**src/fci_pkg.sv**
```systemverilog
// shared constants, types and register map of the flash command host
package fci_pkg;
    localparam int unsigned CLK_PERIOD_NS = 25;
    localparam int unsigned RST_WAIT_NS = 5000;
    localparam int unsigned RST_WAIT_CYC = (RST_WAIT_NS + CLK_PERIOD_NS - 1) / CLK_PERIOD_NS;
    localparam int unsigned SETUP_NS = 25;
    localparam int unsigned STROBE_NS = 50;
    localparam int unsigned HOLD_NS = 25;
    localparam int unsigned SETUP_CYC = (SETUP_NS + CLK_PERIOD_NS - 1) / CLK_PERIOD_NS;
    localparam int unsigned STROBE_CYC = (STROBE_NS + CLK_PERIOD_NS - 1) / CLK_PERIOD_NS;
    localparam int unsigned HOLD_CYC = (HOLD_NS + CLK_PERIOD_NS - 1) / CLK_PERIOD_NS;

    localparam int unsigned ADDR_W = 19;
    localparam logic [18:0] UNLOCK1_ADDR = 19'h05555;
    localparam logic [18:0] UNLOCK2_ADDR = 19'h02AAA;
    localparam logic [7:0] UNLOCK1_DATA = 8'hAA;
    localparam logic [7:0] UNLOCK2_DATA = 8'h55;

    localparam logic [7:0] CMD_READ = 8'h00;
    localparam logic [7:0] CMD_CHIP_CONFIRM = 8'h10;
    localparam logic [7:0] CMD_BLOCK_CONFIRM = 8'h30;
    localparam logic [7:0] CMD_ERASE_SETUP = 8'h80;
    localparam logic [7:0] CMD_QUERY = 8'h90;
    localparam logic [7:0] CMD_PROGRAM = 8'hA0;
    localparam logic [7:0] CMD_PAUSE = 8'hB0;
    localparam logic [7:0] CMD_RESET = 8'hF0;

    localparam int unsigned DQ_POLL = 7;
    localparam int unsigned DQ_TOGGLE = 6;
    localparam int unsigned DQ_ERROR = 5;
    localparam int unsigned DQ_WINDOW = 3;
    localparam logic [7:0] STATUS_MASK = 8'hE8;

    localparam logic [11:0] REG_CTRL = 12'h000;
    localparam logic [11:0] REG_ADDR = 12'h004;
    localparam logic [11:0] REG_DATA = 12'h008;
    localparam logic [11:0] REG_STAT = 12'h00C;
    localparam int unsigned CTRL_START_BIT = 8;
    localparam int unsigned STAT_BUSY_BIT = 0;
    localparam int unsigned STAT_DONE_BIT = 1;
    localparam int unsigned STAT_ERR_BIT = 2;
    localparam int unsigned STAT_BYTE_LSB = 8;
    localparam int unsigned STAT_RDATA_LSB = 16;
    localparam logic [18:0] ADDR_RST = 19'h00000;
    localparam logic [7:0] DATA_RST = 8'h00;

    typedef enum logic [2:0] {
        OP_READ = 3'h0,
        OP_PROGRAM = 3'h1,
        OP_BLOCK_ERASE = 3'h2,
        OP_CHIP_ERASE = 3'h3,
        OP_PAUSE = 3'h4,
        OP_RESUME = 3'h5,
        OP_RESET = 3'h6,
        OP_QUERY = 3'h7
    } fci_op_t;

    typedef struct packed {
        logic wr;
        logic [18:0] addr;
        logic [7:0] data;
    } fci_cyc_t;
endpackage

```
**src/fci_host.sv**
```systemverilog
// flash command host: apb registers, command sequences and status polling
// Contract
// - instructions take one to six bus cycles
// - unlock pair first, repeated before erase confirm
// - fixed command byte codes
// - ignore data lines 0,1,2,4 in status
// - poll at programmed byte or erased block
// - two equal toggles mean finished
// - unlock: AA at 5555, 55 at 2AAA
// - wait 5 us after reset before reads
// - chip erase six writes, confirm 10
//
// The APB interface to the registers and the address map were chosen for this implementation.
`timescale 1ns/1ps
module fci_host
    import fci_pkg::*;
(
    input wire logic ref_clk_i,
    input wire logic sys_rst_i,
    input wire logic psel,
    input wire logic penable,
    input wire logic pwrite,
    input wire logic [11:0] paddr,
    input wire logic [31:0] pwdata,
    output logic [31:0] prdata,
    output logic pready,
    output logic pslverr,
    output logic [18:0] flash_addr_o,
    output logic [7:0] data_lines_o,
    output logic data_lines_oe_o,
    input wire logic [7:0] data_lines_i,
    output logic chip_select_n_o,
    output logic write_strobe_n_o,
    output logic output_strobe_n_o
);
    typedef enum logic [4:0] {
        S_IDLE = 5'b00001,
        S_WR = 5'b00010,
        S_POLL = 5'b00100,
        S_FINAL = 5'b01000,
        S_WAIT = 5'b10000
    } fci_st_t;

    function automatic logic [2:0] seq_len(input fci_op_t op);
        unique case (op)
            OP_READ: seq_len = 3'd0;
            OP_PROGRAM: seq_len = 3'd4;
            OP_BLOCK_ERASE, OP_CHIP_ERASE: seq_len = 3'd6;
            OP_QUERY: seq_len = 3'd3;
            OP_PAUSE, OP_RESUME, OP_RESET: seq_len = 3'd1;
        endcase
    endfunction

    function automatic fci_cyc_t seq_step(input fci_op_t op, input logic [2:0] idx,
                                          input logic [18:0] a, input logic [7:0] d);
        fci_cyc_t c;
        c.wr = 1'b1;
        c.addr = UNLOCK1_ADDR;
        c.data = UNLOCK1_DATA;
        if (op == OP_RESET) begin
            c.data = CMD_RESET;
        end else if (op == OP_PAUSE) begin
            c.addr = a;
            c.data = CMD_PAUSE;
        end else if (op == OP_RESUME) begin
            c.addr = a;
            c.data = CMD_BLOCK_CONFIRM;
        end else if (idx == 3'd1 || idx == 3'd4) begin
            c.addr = UNLOCK2_ADDR;
            c.data = UNLOCK2_DATA;
        end else if (idx == 3'd2) begin
            c.data = (op == OP_PROGRAM) ? CMD_PROGRAM :
                     (op == OP_QUERY) ? CMD_QUERY : CMD_ERASE_SETUP;
        end else if (idx == 3'd3 && op == OP_PROGRAM) begin
            c.addr = a;
            c.data = d;
        end else if (idx == 3'd5) begin
            c.addr = (op == OP_CHIP_ERASE) ? UNLOCK1_ADDR : a;
            c.data = (op == OP_CHIP_ERASE) ? CMD_CHIP_CONFIRM : CMD_BLOCK_CONFIRM;
        end
        return c;
    endfunction

    fci_st_t st_q, st_d;
    fci_op_t op_q, op_d, ctrl_op_q, ctrl_op_d;
    logic [2:0] idx_q, idx_d;
    logic [18:0] addr_q, addr_d, tgt_q, tgt_d;
    logic [7:0] wdata_q, wdata_d, stat_q, stat_d, rd_q, rd_d;
    logic req_q, req_d, prev_q, prev_d, have_q, have_d;
    logic done_q, done_d, err_q, err_d;
    logic [7:0] wait_q, wait_d;
    logic [31:0] prdata_q, prdata_d;
    fci_cyc_t cyc_q, cyc_d;
    logic ack;
    logic [7:0] bus_rd;
    logic wr_acc, go, mapped;

    assign mapped = (paddr == REG_CTRL) || (paddr == REG_ADDR) ||
                    (paddr == REG_DATA) || (paddr == REG_STAT);
    assign wr_acc = psel && penable && pwrite && mapped;
    assign go = wr_acc && (paddr == REG_CTRL) && pwdata[CTRL_START_BIT] && (st_q == S_IDLE);

    always_comb begin
        ctrl_op_d = ctrl_op_q;
        addr_d = addr_q;
        wdata_d = wdata_q;
        prdata_d = prdata_q;
        if (wr_acc && paddr == REG_CTRL) begin
            ctrl_op_d = fci_op_t'(pwdata[2:0]);
        end
        if (wr_acc && paddr == REG_ADDR) begin
            addr_d = pwdata[18:0];
        end
        if (wr_acc && paddr == REG_DATA) begin
            wdata_d = pwdata[7:0];
        end
        // captured in the setup phase so the slave answers without wait states
        if (psel && !penable) begin
            prdata_d = 32'h0000_0000;
            unique case (paddr)
                REG_CTRL: prdata_d[2:0] = ctrl_op_q;
                REG_ADDR: prdata_d[18:0] = addr_q;
                REG_DATA: prdata_d[7:0] = wdata_q;
                REG_STAT: begin
                    prdata_d[STAT_BUSY_BIT] = (st_q != S_IDLE);
                    prdata_d[STAT_DONE_BIT] = done_q;
                    prdata_d[STAT_ERR_BIT] = err_q;
                    prdata_d[STAT_BYTE_LSB +: 8] = stat_q;
                    prdata_d[STAT_RDATA_LSB +: 8] = rd_q;
                end
                default: prdata_d = 32'h0000_0000;
            endcase
        end
    end

    always_comb begin
        st_d = st_q;
        op_d = op_q;
        idx_d = idx_q;
        tgt_d = tgt_q;
        stat_d = stat_q;
        rd_d = rd_q;
        // one-cycle request: a standing one would be taken again after ack
        req_d = 1'b0;
        prev_d = prev_q;
        have_d = have_q;
        done_d = done_q;
        err_d = err_q;
        wait_d = wait_q;
        cyc_d = cyc_q;
        unique case (st_q)
            S_IDLE: begin
                if (go) begin
                    op_d = fci_op_t'(pwdata[2:0]);
                    tgt_d = addr_q;
                    idx_d = 3'd0;
                    done_d = 1'b0;
                    err_d = 1'b0;
                    req_d = 1'b1;
                    if (seq_len(fci_op_t'(pwdata[2:0])) == 3'd0) begin
                        cyc_d = '{wr: 1'b0, addr: addr_q, data: DATA_RST};
                        st_d = S_FINAL;
                    end else begin
                        cyc_d = seq_step(fci_op_t'(pwdata[2:0]), 3'd0, addr_q, wdata_q);
                        st_d = S_WR;
                    end
                end
            end
            S_WR: begin
                if (ack) begin
                    if (idx_q + 3'd1 < seq_len(op_q)) begin
                        idx_d = idx_q + 3'd1;
                        cyc_d = seq_step(op_q, idx_q + 3'd1, tgt_q, wdata_q);
                        req_d = 1'b1;
                    end else if (op_q == OP_RESET) begin
                        wait_d = 8'h00;
                        st_d = S_WAIT;
                    end else begin
                        cyc_d = '{wr: 1'b0, addr: tgt_q, data: DATA_RST};
                        req_d = 1'b1;
                        have_d = 1'b0;
                        st_d = (op_q == OP_READ || op_q == OP_QUERY) ? S_FINAL : S_POLL;
                    end
                end
            end
            S_POLL: begin
                if (ack) begin
                    stat_d = bus_rd & STATUS_MASK;
                    req_d = 1'b1;
                    if (have_q && bus_rd[DQ_TOGGLE] == prev_q) begin
                        st_d = S_FINAL;
                    end else if (have_q && bus_rd[DQ_ERROR] && stat_q[DQ_ERROR]) begin
                        // error flag on two toggling reads in a row; a single one may
                        // be array data read just as the operation finished
                        err_d = 1'b1;
                        op_d = OP_RESET;
                        idx_d = 3'd0;
                        cyc_d = seq_step(OP_RESET, 3'd0, tgt_q, wdata_q);
                        st_d = S_WR;
                    end else begin
                        prev_d = bus_rd[DQ_TOGGLE];
                        have_d = 1'b1;
                    end
                end
            end
            S_FINAL: begin
                if (ack) begin
                    rd_d = bus_rd;
                    done_d = 1'b1;
                    st_d = S_IDLE;
                end
            end
            S_WAIT: begin
                if (wait_q == 8'(RST_WAIT_CYC - 1)) begin
                    done_d = 1'b1;
                    st_d = S_IDLE;
                end else begin
                    wait_d = wait_q + 8'h01;
                end
            end
            default: st_d = S_IDLE;
        endcase
    end

    always_ff @(posedge ref_clk_i) begin
        if (sys_rst_i) begin
            st_q <= S_IDLE;
            op_q <= OP_READ;
            ctrl_op_q <= OP_READ;
            idx_q <= 3'd0;
            addr_q <= ADDR_RST;
            tgt_q <= ADDR_RST;
            wdata_q <= DATA_RST;
            stat_q <= DATA_RST;
            rd_q <= DATA_RST;
            req_q <= 1'b0;
            prev_q <= 1'b0;
            have_q <= 1'b0;
            done_q <= 1'b0;
            err_q <= 1'b0;
            wait_q <= 8'h00;
            prdata_q <= 32'h0000_0000;
            cyc_q <= '0;
        end else begin
            st_q <= st_d;
            op_q <= op_d;
            ctrl_op_q <= ctrl_op_d;
            idx_q <= idx_d;
            addr_q <= addr_d;
            tgt_q <= tgt_d;
            wdata_q <= wdata_d;
            stat_q <= stat_d;
            rd_q <= rd_d;
            req_q <= req_d;
            prev_q <= prev_d;
            have_q <= have_d;
            done_q <= done_d;
            err_q <= err_d;
            wait_q <= wait_d;
            prdata_q <= prdata_d;
            cyc_q <= cyc_d;
        end
    end

    assign prdata = prdata_q;
    assign pready = 1'b1;
    assign pslverr = psel && penable && !mapped;

    // strobes follow the device's capture edges: address before fall, data past rise
    fci_bus_cycle u_cycle (
        .ref_clk_i(ref_clk_i),
        .sys_rst_i(sys_rst_i),
        .req_i(req_q),
        .cyc_i(cyc_q),
        .ack_o(ack),
        .rdata_o(bus_rd),
        .flash_addr_o(flash_addr_o),
        .data_lines_o(data_lines_o),
        .data_lines_oe_o(data_lines_oe_o),
        .data_lines_i(data_lines_i),
        .chip_select_n_o(chip_select_n_o),
        .write_strobe_n_o(write_strobe_n_o),
        .output_strobe_n_o(output_strobe_n_o)
    );

    unlock_first_a: assert property (@(posedge ref_clk_i) disable iff (sys_rst_i)
        (st_q == S_WR && idx_q == 3'd0 && seq_len(op_q) > 3'd1)
        |-> (cyc_q.addr == UNLOCK1_ADDR && cyc_q.data == UNLOCK1_DATA))
        else $error("first unlock write wrong");
    unlock_second_a: assert property (@(posedge ref_clk_i) disable iff (sys_rst_i)
        (st_q == S_WR && (idx_q == 3'd1 || idx_q == 3'd4) && seq_len(op_q) > 3'd1)
        |-> (cyc_q.addr == UNLOCK2_ADDR && cyc_q.data == UNLOCK2_DATA))
        else $error("second unlock write wrong");
    prog_data_a: assert property (@(posedge ref_clk_i) disable iff (sys_rst_i)
        (st_q == S_WR && op_q == OP_PROGRAM && idx_q == 3'd3)
        |-> (cyc_q.wr && cyc_q.addr == tgt_q && cyc_q.data == wdata_q))
        else $error("program data write wrong");
    chip_confirm_a: assert property (@(posedge ref_clk_i) disable iff (sys_rst_i)
        (st_q == S_WR && op_q == OP_CHIP_ERASE && idx_q == 3'd5)
        |-> (cyc_q.addr == UNLOCK1_ADDR && cyc_q.data == CMD_CHIP_CONFIRM))
        else $error("chip erase confirm wrong");
    seq_bound_a: assert property (@(posedge ref_clk_i) disable iff (sys_rst_i)
        (st_q == S_WR && ack) |=> (st_q != S_WR || (idx_q < 3'd6 && idx_q != 3'd0)))
        else $error("instruction longer than six writes");
    poll_addr_a: assert property (@(posedge ref_clk_i) disable iff (sys_rst_i)
        (st_q == S_POLL && req_q) |-> (!cyc_q.wr && cyc_q.addr == tgt_q))
        else $error("poll read at wrong address");
    rst_wait_a: assert property (@(posedge ref_clk_i) disable iff (sys_rst_i)
        (st_q == S_WR && op_q == OP_RESET && ack) |=> (st_q == S_WAIT && !req_q) [*8])
        else $error("read issued too soon after reset");
    wait_len_a: assert property (@(posedge ref_clk_i) disable iff (sys_rst_i)
        (st_q == S_WAIT && wait_q < 8'(RST_WAIT_CYC - 1)) |=> st_q == S_WAIT)
        else $error("reset wait cut short");
    stat_mask_a: assert property (@(posedge ref_clk_i) disable iff (sys_rst_i)
        (stat_q & ~STATUS_MASK) == 8'h00)
        else $error("reserved status lines kept");
    done_toggle_a: assert property (@(posedge ref_clk_i) disable iff (sys_rst_i)
        (st_q == S_POLL && !(ack && have_q && bus_rd[DQ_TOGGLE] == prev_q))
        |=> st_q != S_FINAL)
        else $error("poll end without equal toggles");
    final_after_equal_a: assert property (@(posedge ref_clk_i) disable iff (sys_rst_i)
        (st_q == S_POLL && ack && have_q && bus_rd[DQ_TOGGLE] == prev_q) |=> st_q == S_FINAL)
        else $error("equal toggles did not end polling");
endmodule

```
**src/fci_bus_cycle.sv**
```systemverilog
// one write or read cycle on the flash pins
`timescale 1ns/1ps
module fci_bus_cycle
    import fci_pkg::*;
(
    input wire logic ref_clk_i,
    input wire logic sys_rst_i,
    input wire logic req_i,
    input wire fci_cyc_t cyc_i,
    output logic ack_o,
    output logic [7:0] rdata_o,
    output logic [18:0] flash_addr_o,
    output logic [7:0] data_lines_o,
    output logic data_lines_oe_o,
    input wire logic [7:0] data_lines_i,
    output logic chip_select_n_o,
    output logic write_strobe_n_o,
    output logic output_strobe_n_o
);
    typedef enum logic [3:0] {
        E_IDLE = 4'b0001,
        E_SETUP = 4'b0010,
        E_STROBE = 4'b0100,
        E_HOLD = 4'b1000
    } fci_eng_t;

    fci_eng_t st_q, st_d;
    logic [3:0] cnt_q, cnt_d;
    fci_cyc_t cyc_q, cyc_d;
    logic ack_q, ack_d;
    logic [7:0] rd_q, rd_d;
    logic cs_q, cs_d, we_q, we_d, oe_q, oe_d, dqoe_q, dqoe_d;

    // address and select settle before the strobe falls, so the device's
    // address capture sees stable lines; the strobe rises before select
    always_comb begin
        st_d = st_q;
        cnt_d = cnt_q;
        cyc_d = cyc_q;
        ack_d = 1'b0;
        rd_d = rd_q;
        cs_d = cs_q;
        we_d = we_q;
        oe_d = oe_q;
        dqoe_d = dqoe_q;
        unique case (st_q)
            E_IDLE: begin
                if (req_i) begin
                    cyc_d = cyc_i;
                    cs_d = 1'b1;
                    dqoe_d = cyc_i.wr;
                    cnt_d = 4'(SETUP_CYC - 1);
                    st_d = E_SETUP;
                end
            end
            E_SETUP: begin
                if (cnt_q == 4'h0) begin
                    we_d = cyc_q.wr;
                    oe_d = !cyc_q.wr;
                    cnt_d = 4'(STROBE_CYC - 1);
                    st_d = E_STROBE;
                end else begin
                    cnt_d = cnt_q - 4'h1;
                end
            end
            E_STROBE: begin
                if (cnt_q == 4'h0) begin
                    if (!cyc_q.wr) begin
                        rd_d = data_lines_i;
                    end
                    we_d = 1'b0;
                    oe_d = 1'b0;
                    cnt_d = 4'(HOLD_CYC - 1);
                    st_d = E_HOLD;
                end else begin
                    cnt_d = cnt_q - 4'h1;
                end
            end
            E_HOLD: begin
                if (cnt_q == 4'h0) begin
                    cs_d = 1'b0;
                    dqoe_d = 1'b0;
                    ack_d = 1'b1;
                    st_d = E_IDLE;
                end else begin
                    cnt_d = cnt_q - 4'h1;
                end
            end
            default: st_d = E_IDLE;
        endcase
    end

    always_ff @(posedge ref_clk_i) begin
        if (sys_rst_i) begin
            st_q <= E_IDLE;
            cnt_q <= 4'h0;
            cyc_q <= '0;
            ack_q <= 1'b0;
            rd_q <= 8'h00;
            cs_q <= 1'b0;
            we_q <= 1'b0;
            oe_q <= 1'b0;
            dqoe_q <= 1'b0;
        end else begin
            st_q <= st_d;
            cnt_q <= cnt_d;
            cyc_q <= cyc_d;
            ack_q <= ack_d;
            rd_q <= rd_d;
            cs_q <= cs_d;
            we_q <= we_d;
            oe_q <= oe_d;
            dqoe_q <= dqoe_d;
        end
    end

    assign ack_o = ack_q;
    assign rdata_o = rd_q;
    assign flash_addr_o = cyc_q.addr;
    assign data_lines_o = cyc_q.data;
    assign data_lines_oe_o = dqoe_q;
    assign chip_select_n_o = !cs_q;
    assign write_strobe_n_o = !we_q;
    assign output_strobe_n_o = !oe_q;
endmodule

```
**config.mk**
```make
export PLATFORM = sky130hd
export DESIGN_NAME = fci_host
export DESIGN_NICKNAME = d
export VERILOG_FILES = /design/src/fci_pkg.sv /design/src/fci_host.sv /design/src/fci_bus_cycle.sv
export SDC_FILE = /design/constraint.sdc
export NUM_CORES = 1
export LEC_CHECK = 0
export ABC_AREA = 1
export BUFFER_PORTS_ARGS = -buffer_cell sky130_fd_sc_hd__clkbuf_2
export CAP_MARGIN = 20
export CORE_ASPECT_RATIO = 0.75
export CORE_MARGIN = 4
export CORE_UTILIZATION = 43
export CTS_CLUSTER_SIZE = 14
export DETAILED_ROUTE_END_ITERATION = 6
export GPL_TIMING_DRIVEN = 1
export REMOVE_ABC_BUFFERS = 1
export SLEW_MARGIN = 5
export SYNTH_ARGS = -nofsm -noshare
export SYNTH_HDL_FRONTEND = slang
export SYNTH_HIERARCHICAL = 1
export SYNTH_SLANG_ARGS = --single-unit
```
**constraint.sdc**
```tcl
create_clock -name ref_clk_i -period 2.9 [get_ports ref_clk_i]
set_input_delay 0.58 -clock ref_clk_i [delete_from_list [all_inputs] [get_ports ref_clk_i]]
set_output_delay 0.58 -clock ref_clk_i [all_outputs]
set_load 0.05 [all_outputs]
```
== Yosys cells after proc, flatten, opt, wreduce, memory -nomap -nowiden ==
Memories as Yosys holds them, arrays and structs flattened. A register that Yosys moved wholly into a read port is not among the register bits.
Index checks and enable logic that the tools add are counted.
Word-level totals
  bits in registers: 186
  bits in latches: 0
  memory bits (writable): 0
  ROM bits: 48
  input port bits: 57
  output and inout port bits: 65
  logic and storage cells: 250
  memories: 2
Memories
  (name not given): depth 8, bits a word 3, read ports 1, clocked after Yosys merged registers in 0, wr ports 0, RTL line fci_host.sv:45  | unique case (op)
  (name not given): depth 8, bits a word 3, read ports 1, clocked after Yosys merged registers in 1, wr ports 0, RTL line fci_host.sv:45
Cells by class
  add/subtract/negate cells: 3
  $mul: 0
  div/mod/pow operators: 0
  $lt $le $gt $ge: 1
  eq/ne operators: 49
  shift operators: 0
  mux-type cells: 106
  bitwise operators: 4
  reductions and logical operators: 55
Operator list (number)
  $mux W28: 8
  $mux W27: 7
  $pmux W28 S3: 1
  $mux W19: 4
  $mux W8: 7
  $mux W5: 11
  $mux W3: 16
  $mux W4: 10
  $pmux W4 S4: 2
  $reduce_and A7 Y1: 4
  $eq A3 B3 Y1 const B: 9
  $pmux W5 S5: 1
  $eq A12 B4 Y1 const B: 2
  $ne A2 B2 Y1 const B: 12
  $mux W1: 23
  $pmux W11 S2: 1
  $pmux W8 S2: 1
  $logic_and A1 B1 Y1: 14
  $eq A12 B3 Y1 const B: 1
  $logic_not A12 Y1: 1
  $mux W6: 2
  $ne A2 B1 Y1 const B: 6
  $pmux W1 S2: 6
  $pmux W3 S4: 1
  36 further kinds: 68

== Logic depth before layout (Yosys ltp) ==
  depth in word-level cells: 14
  depth in mapped cells: 16
  depth with buffers taken out: 16

== By module ==
The synthesis kept the hierarchy.
Modules (own cells, without submodules)
  fci_host: instances 1, cells each 954, area each 6731.5 um^2, seq. area each 2802.7 um^2
  fci_bus_cycle: instances 1, cells each 288, area each 2154.6 um^2, seq. area each 980.9 um^2

== Worst setup path after synthesis ==
OpenSTA, ideal clock, no wires.
  kind: input to output
  start point: input port paddr[7]
  end point: output port pslverr
  arrival: 2.000 ns
  setup slack: 0.320 ns
  stages on the path: 7
  path buffers: 1
  cells stage by stage: nor2_1 > nand2_1 > nor2_4 > nand2_1 > clkbuf_1 > nand4_1 > nor2_1
Between the ends
  longest elaborated chain between the ends: 6
  elaborated cells between the ends (all ways): 9
  those cells by class: eq/ne: 3; reduce/logical: 6
RTL lines
  start: declaration: RTL line fci_host.sv:23  | input wire logic [11:0] paddr,
  $eq A12 B3 Y1 or $logic_not A12 Y1 (tied branches): RTL line fci_host.sv:98  | assign mapped = (paddr == REG_CTRL) || (paddr == REG_ADDR) ||
  $logic_or A1 B1 Y1 (2 in a row): RTL line fci_host.sv:98
  $logic_or A1 B1 Y1 *: RTL line fci_host.sv:99  | (paddr == REG_DATA) || (paddr == REG_STAT);
  $logic_not A1 Y1 *: RTL line fci_host.sv:267  | assign pslverr = psel && penable && !mapped;
  $logic_and A1 B1 Y1 *: RTL line fci_host.sv:267
  end: declaration: RTL line fci_host.sv:27  | output logic pslverr,
Mark *: on every way between the ends. The rest lies on a longest branch, timed or not.

==> qor.yml <==
area_delta_synth_final_pct: 12.2
rrSetupSlack_ns: 0.37
drive_above_1_share: 0.158
synth-main-ff-cell: "dfxtp_1"
gr-total-overflow: 0
end_kind: "flop"
antenna_found_initial: 0
startpoint_type: "flop"
dpl.hpwl_mm: 16.3
muxShareOfSynthArea: 0
final_util: 0.492
grt_max_degree: 98
cp_max_fo: 6
slew_violations: 0
holdWs_ns: 0.367
htreeDepth: 4
maxCapViolCount: 0
most-common-layout-cells: "261 x nand2_1, 189 x dfxtp_1, 157 x a21oi_1, 116 x inv_1, 116 x nor2_1"
vias: 8032
switching_power_mw: 2.68
hold_start: "data_lines_i[0]"
seq_power_share: 0.401
ys_types: 44
fin_crit_ns: 2.53
placed_cells: 1537
yosys.area_share.xor_xnor: 0.00394
setup_tns_ns: 0
finalSetupViolCount: 0
synth_edf_count: 0
start_util: 0.438
synth.ff_latch_count: 189
cts.clk_slew.worst_paths_ns: 0.08
clk_path_buf_depth: 2
slowest_stage: "dfxtp_1"
pre_cts_ws_ns: 0.393
fmax_mhz: 396
n_fill_cell: 2073
min_path_type: "input port to flop"
dr.pass1.iters: 5
diodes: 0
reg2reg_from: "idx_q[0]"
synth_compound_area_frac: 0.185
io_pins: 122
p_per_area_nw_per_um2: 763
cp_slowest_stage_delay_ns: 0.45
cts-buffers-inserted: 17
seq_area_frac_synth: 0.426
final.setup.worst_slack_ns: 0.372
grt_pass1_vias: 7376
crit_arrival_ns: 2.91
tightestPinTransition_ns: 0.709
clock_power_share: 0.329
peakVddDrop_v: 0.000391
synthSimpleGateAreaFrac: 0.251
synth_top_family_by_area: "simple AND/OR/NAND/NOR gates"
finalClockSkew_ns: 0.0124
p_leak_nw: 4.26
clkLatencyLatePin_ns: 0.44
crit_top_cell: "nand2_1"
whs_endpoint: "u_cycle/rdata_o[0]"
path_class: "flop to flop"
status: "completed"
async_flop_share: 0
die-area_um2: 23100
cts_resized: 0
postSynthAreaPerCell_um2: 7.15
dr.first_iter.drc_count: 767
holdBufCountCts: 0
io_buffers: 99
fp.dieW_um: 174
gp_congestion: 0.906
rsz0062_at_grt: "no"
rr_worst_depth: 14
reg2reg_to: "cyc_q[19]"
p_int_mw: 4.92
core_area_um2: 20300
cts-root-buf: "clkbuf_16"
nNetsFinal: 1365
drc: 0
row_count: 45
finalCritPeriodShare: 0.872
switching_share: 0.353
clock-sinks: 189
ant_nets: 0
cp_cell_sequence: "ha_1 > inv_1 > nand2_1 > nand2_1 > ha_1 > a21o_1 > a21oi_2 > buf_4 > nand2_1 > nor2_1 > inv_1 > nand2_1 > nor2_1 > nor2_1"
hold_violations: 0
wl_per_cell_um: 15.0
wirelength_mm: 23.6
crit_required_ns: 3.28
grtUsageTotal: 0.203
grt_pass1_wl_mm: 38.2
cts_setup_buffers: 0
relSlewSlack: 0.527
routed_via_density: 5.12
synth_fa_ha_area_frac: 0.0141
post_layout_nonfiller_instances: 1569
cts_tree: "built"
synthCells: 1242
yosys_warnings: 6
fp.dieH_um: 132
netlist_area_um2: 8890
holdPathStages: 3
p_comb_frac: 0.269
final_common_cell: "nand2_1"
layout make-up:
type | instances | area (µm²) | share of cell area
Multi-Input combinational cell | 837 | 4080 | 0.409
Sequential cell | 189 | 3780 | 0.380
Timing Repair Buffer | 118 | 651 | 0.0653
Inverter | 135 | 514 | 0.0516
Clock buffer | 17 | 425 | 0.0427
Tap cell | 258 | 323 | 0.0324
Clock inverter | 15 | 196 | 0.0197
stage by stage:
step                area [µm²]  power [mW]
floorplan                 8370        4.51
global placement          9350        5.12
detailed placement        9350        5.14
CTS                       9970        7.66
global route              9970        8.05
finish                    9970        7.60
power groups by stage:
stage          logic, mW  registers (mW)  clock network [mW]
5_1_grt             2.30            3.09                2.67
3_5_place_dp        2.04            3.11                   0
3_3_place_gp        2.02            3.10                   0
6_report            2.05            3.05                2.50
4_1_cts             2.05            3.05                2.56
2_1_floorplan       1.40            3.11                   0
worst max-delay path, delay by kind of cell (launching register included):
kind	cells	cell delay, ns
adders and majority gates	2	0.53
DFF	1	0.45
buffers and inverters	3	0.41
AOI/OAI and AO/OA	2	0.39
and+or+nand+nor	7	0.69
cell families (layout without fill, tap and decap cells):
family,after synthesis,in the layout
xor gates and xnor gates,4,4
DFF,189,189
adders and majority gates,10,10
and+or+nand+nor,506,506
AOI/OAI and AO/OA,308,308
buffers and inverters,223,285
other,2,9
synth_stat cells (7+ instances only):
| master | number | area [µm²] |
|---|---|---|
| nand2_1 | 261 | 980 |
| dfxtp_1 | 189 | 3780 |
| a21oi_1 | 157 | 786 |
| inv_1 | 117 | 439 |
| nor2_1 | 117 | 439 |
| o21ai_0 | 97 | 485 |
| nand3_1 | 64 | 320 |
| buf_4 | 39 | 293 |
| clkbuf_1 | 29 | 109 |
| o21ai_1 | 18 | 90.1 |
| inv_2 | 16 | 60.1 |
| nand4_1 | 16 | 100 |
| o211ai_1 | 14 | 105 |
| nor3_1 | 12 | 60.1 |
| o221ai_1 | 11 | 96.3 |
| buf_2 | 10 | 50.1 |
| ha_1 | 10 | 125 |
| nand2_2 | 8 | 50.1 |
| nor2_4 | 8 | 90.1 |
| buf_6 | 7 | 78.8 |
registers in the layout (all words and copies together), names as in the netlist, 4 cells and up, named ones only:
| name | cells |
|---|---|
| wait_q | 8 |
| u_cycle/rdata_o | 8 |
| u_cycle/st_q | 4 |
| prdata | 24 |
| u_cycle/flash_addr_o | 19 |
| u_cycle/data_lines_o | 8 |
| rd_q | 8 |
| stat_q | 4 |
| tgt_q | 19 |
| cyc_q | 28 |
| u_cycle/cnt_q | 4 |
| st_q | 5 |
| addr_q | 19 |
| wdata_q | 8 |
worst max-delay path by stage:
stage / startpoint / to / slack, ns / depth (start not counted)
6_report: idx_q[0] / cyc_q[19] / 0.37 / 14
3_5_place_dp: paddr[7] / pslverr / 0.39 / 8
2_1_floorplan: idx_q[0] / cyc_q[11] / 0.39 / 14
3_3_place_gp: idx_q[0] / st_q[3] / 0.42 / 14
5_1_grt: idx_q[0] / cyc_q[20] / 0.14 / 14
4_1_cts: idx_q[0] / cyc_q[20] / 0.37 / 14
per-layer routing:
layer	GRT usage	part of all wire
met1	0.304	0.51
met2	0.299	0.42
met3	0.0428	0.057
met4	0.0514	0.013
met5	0	0
Power figures use the tool's default switching activity.
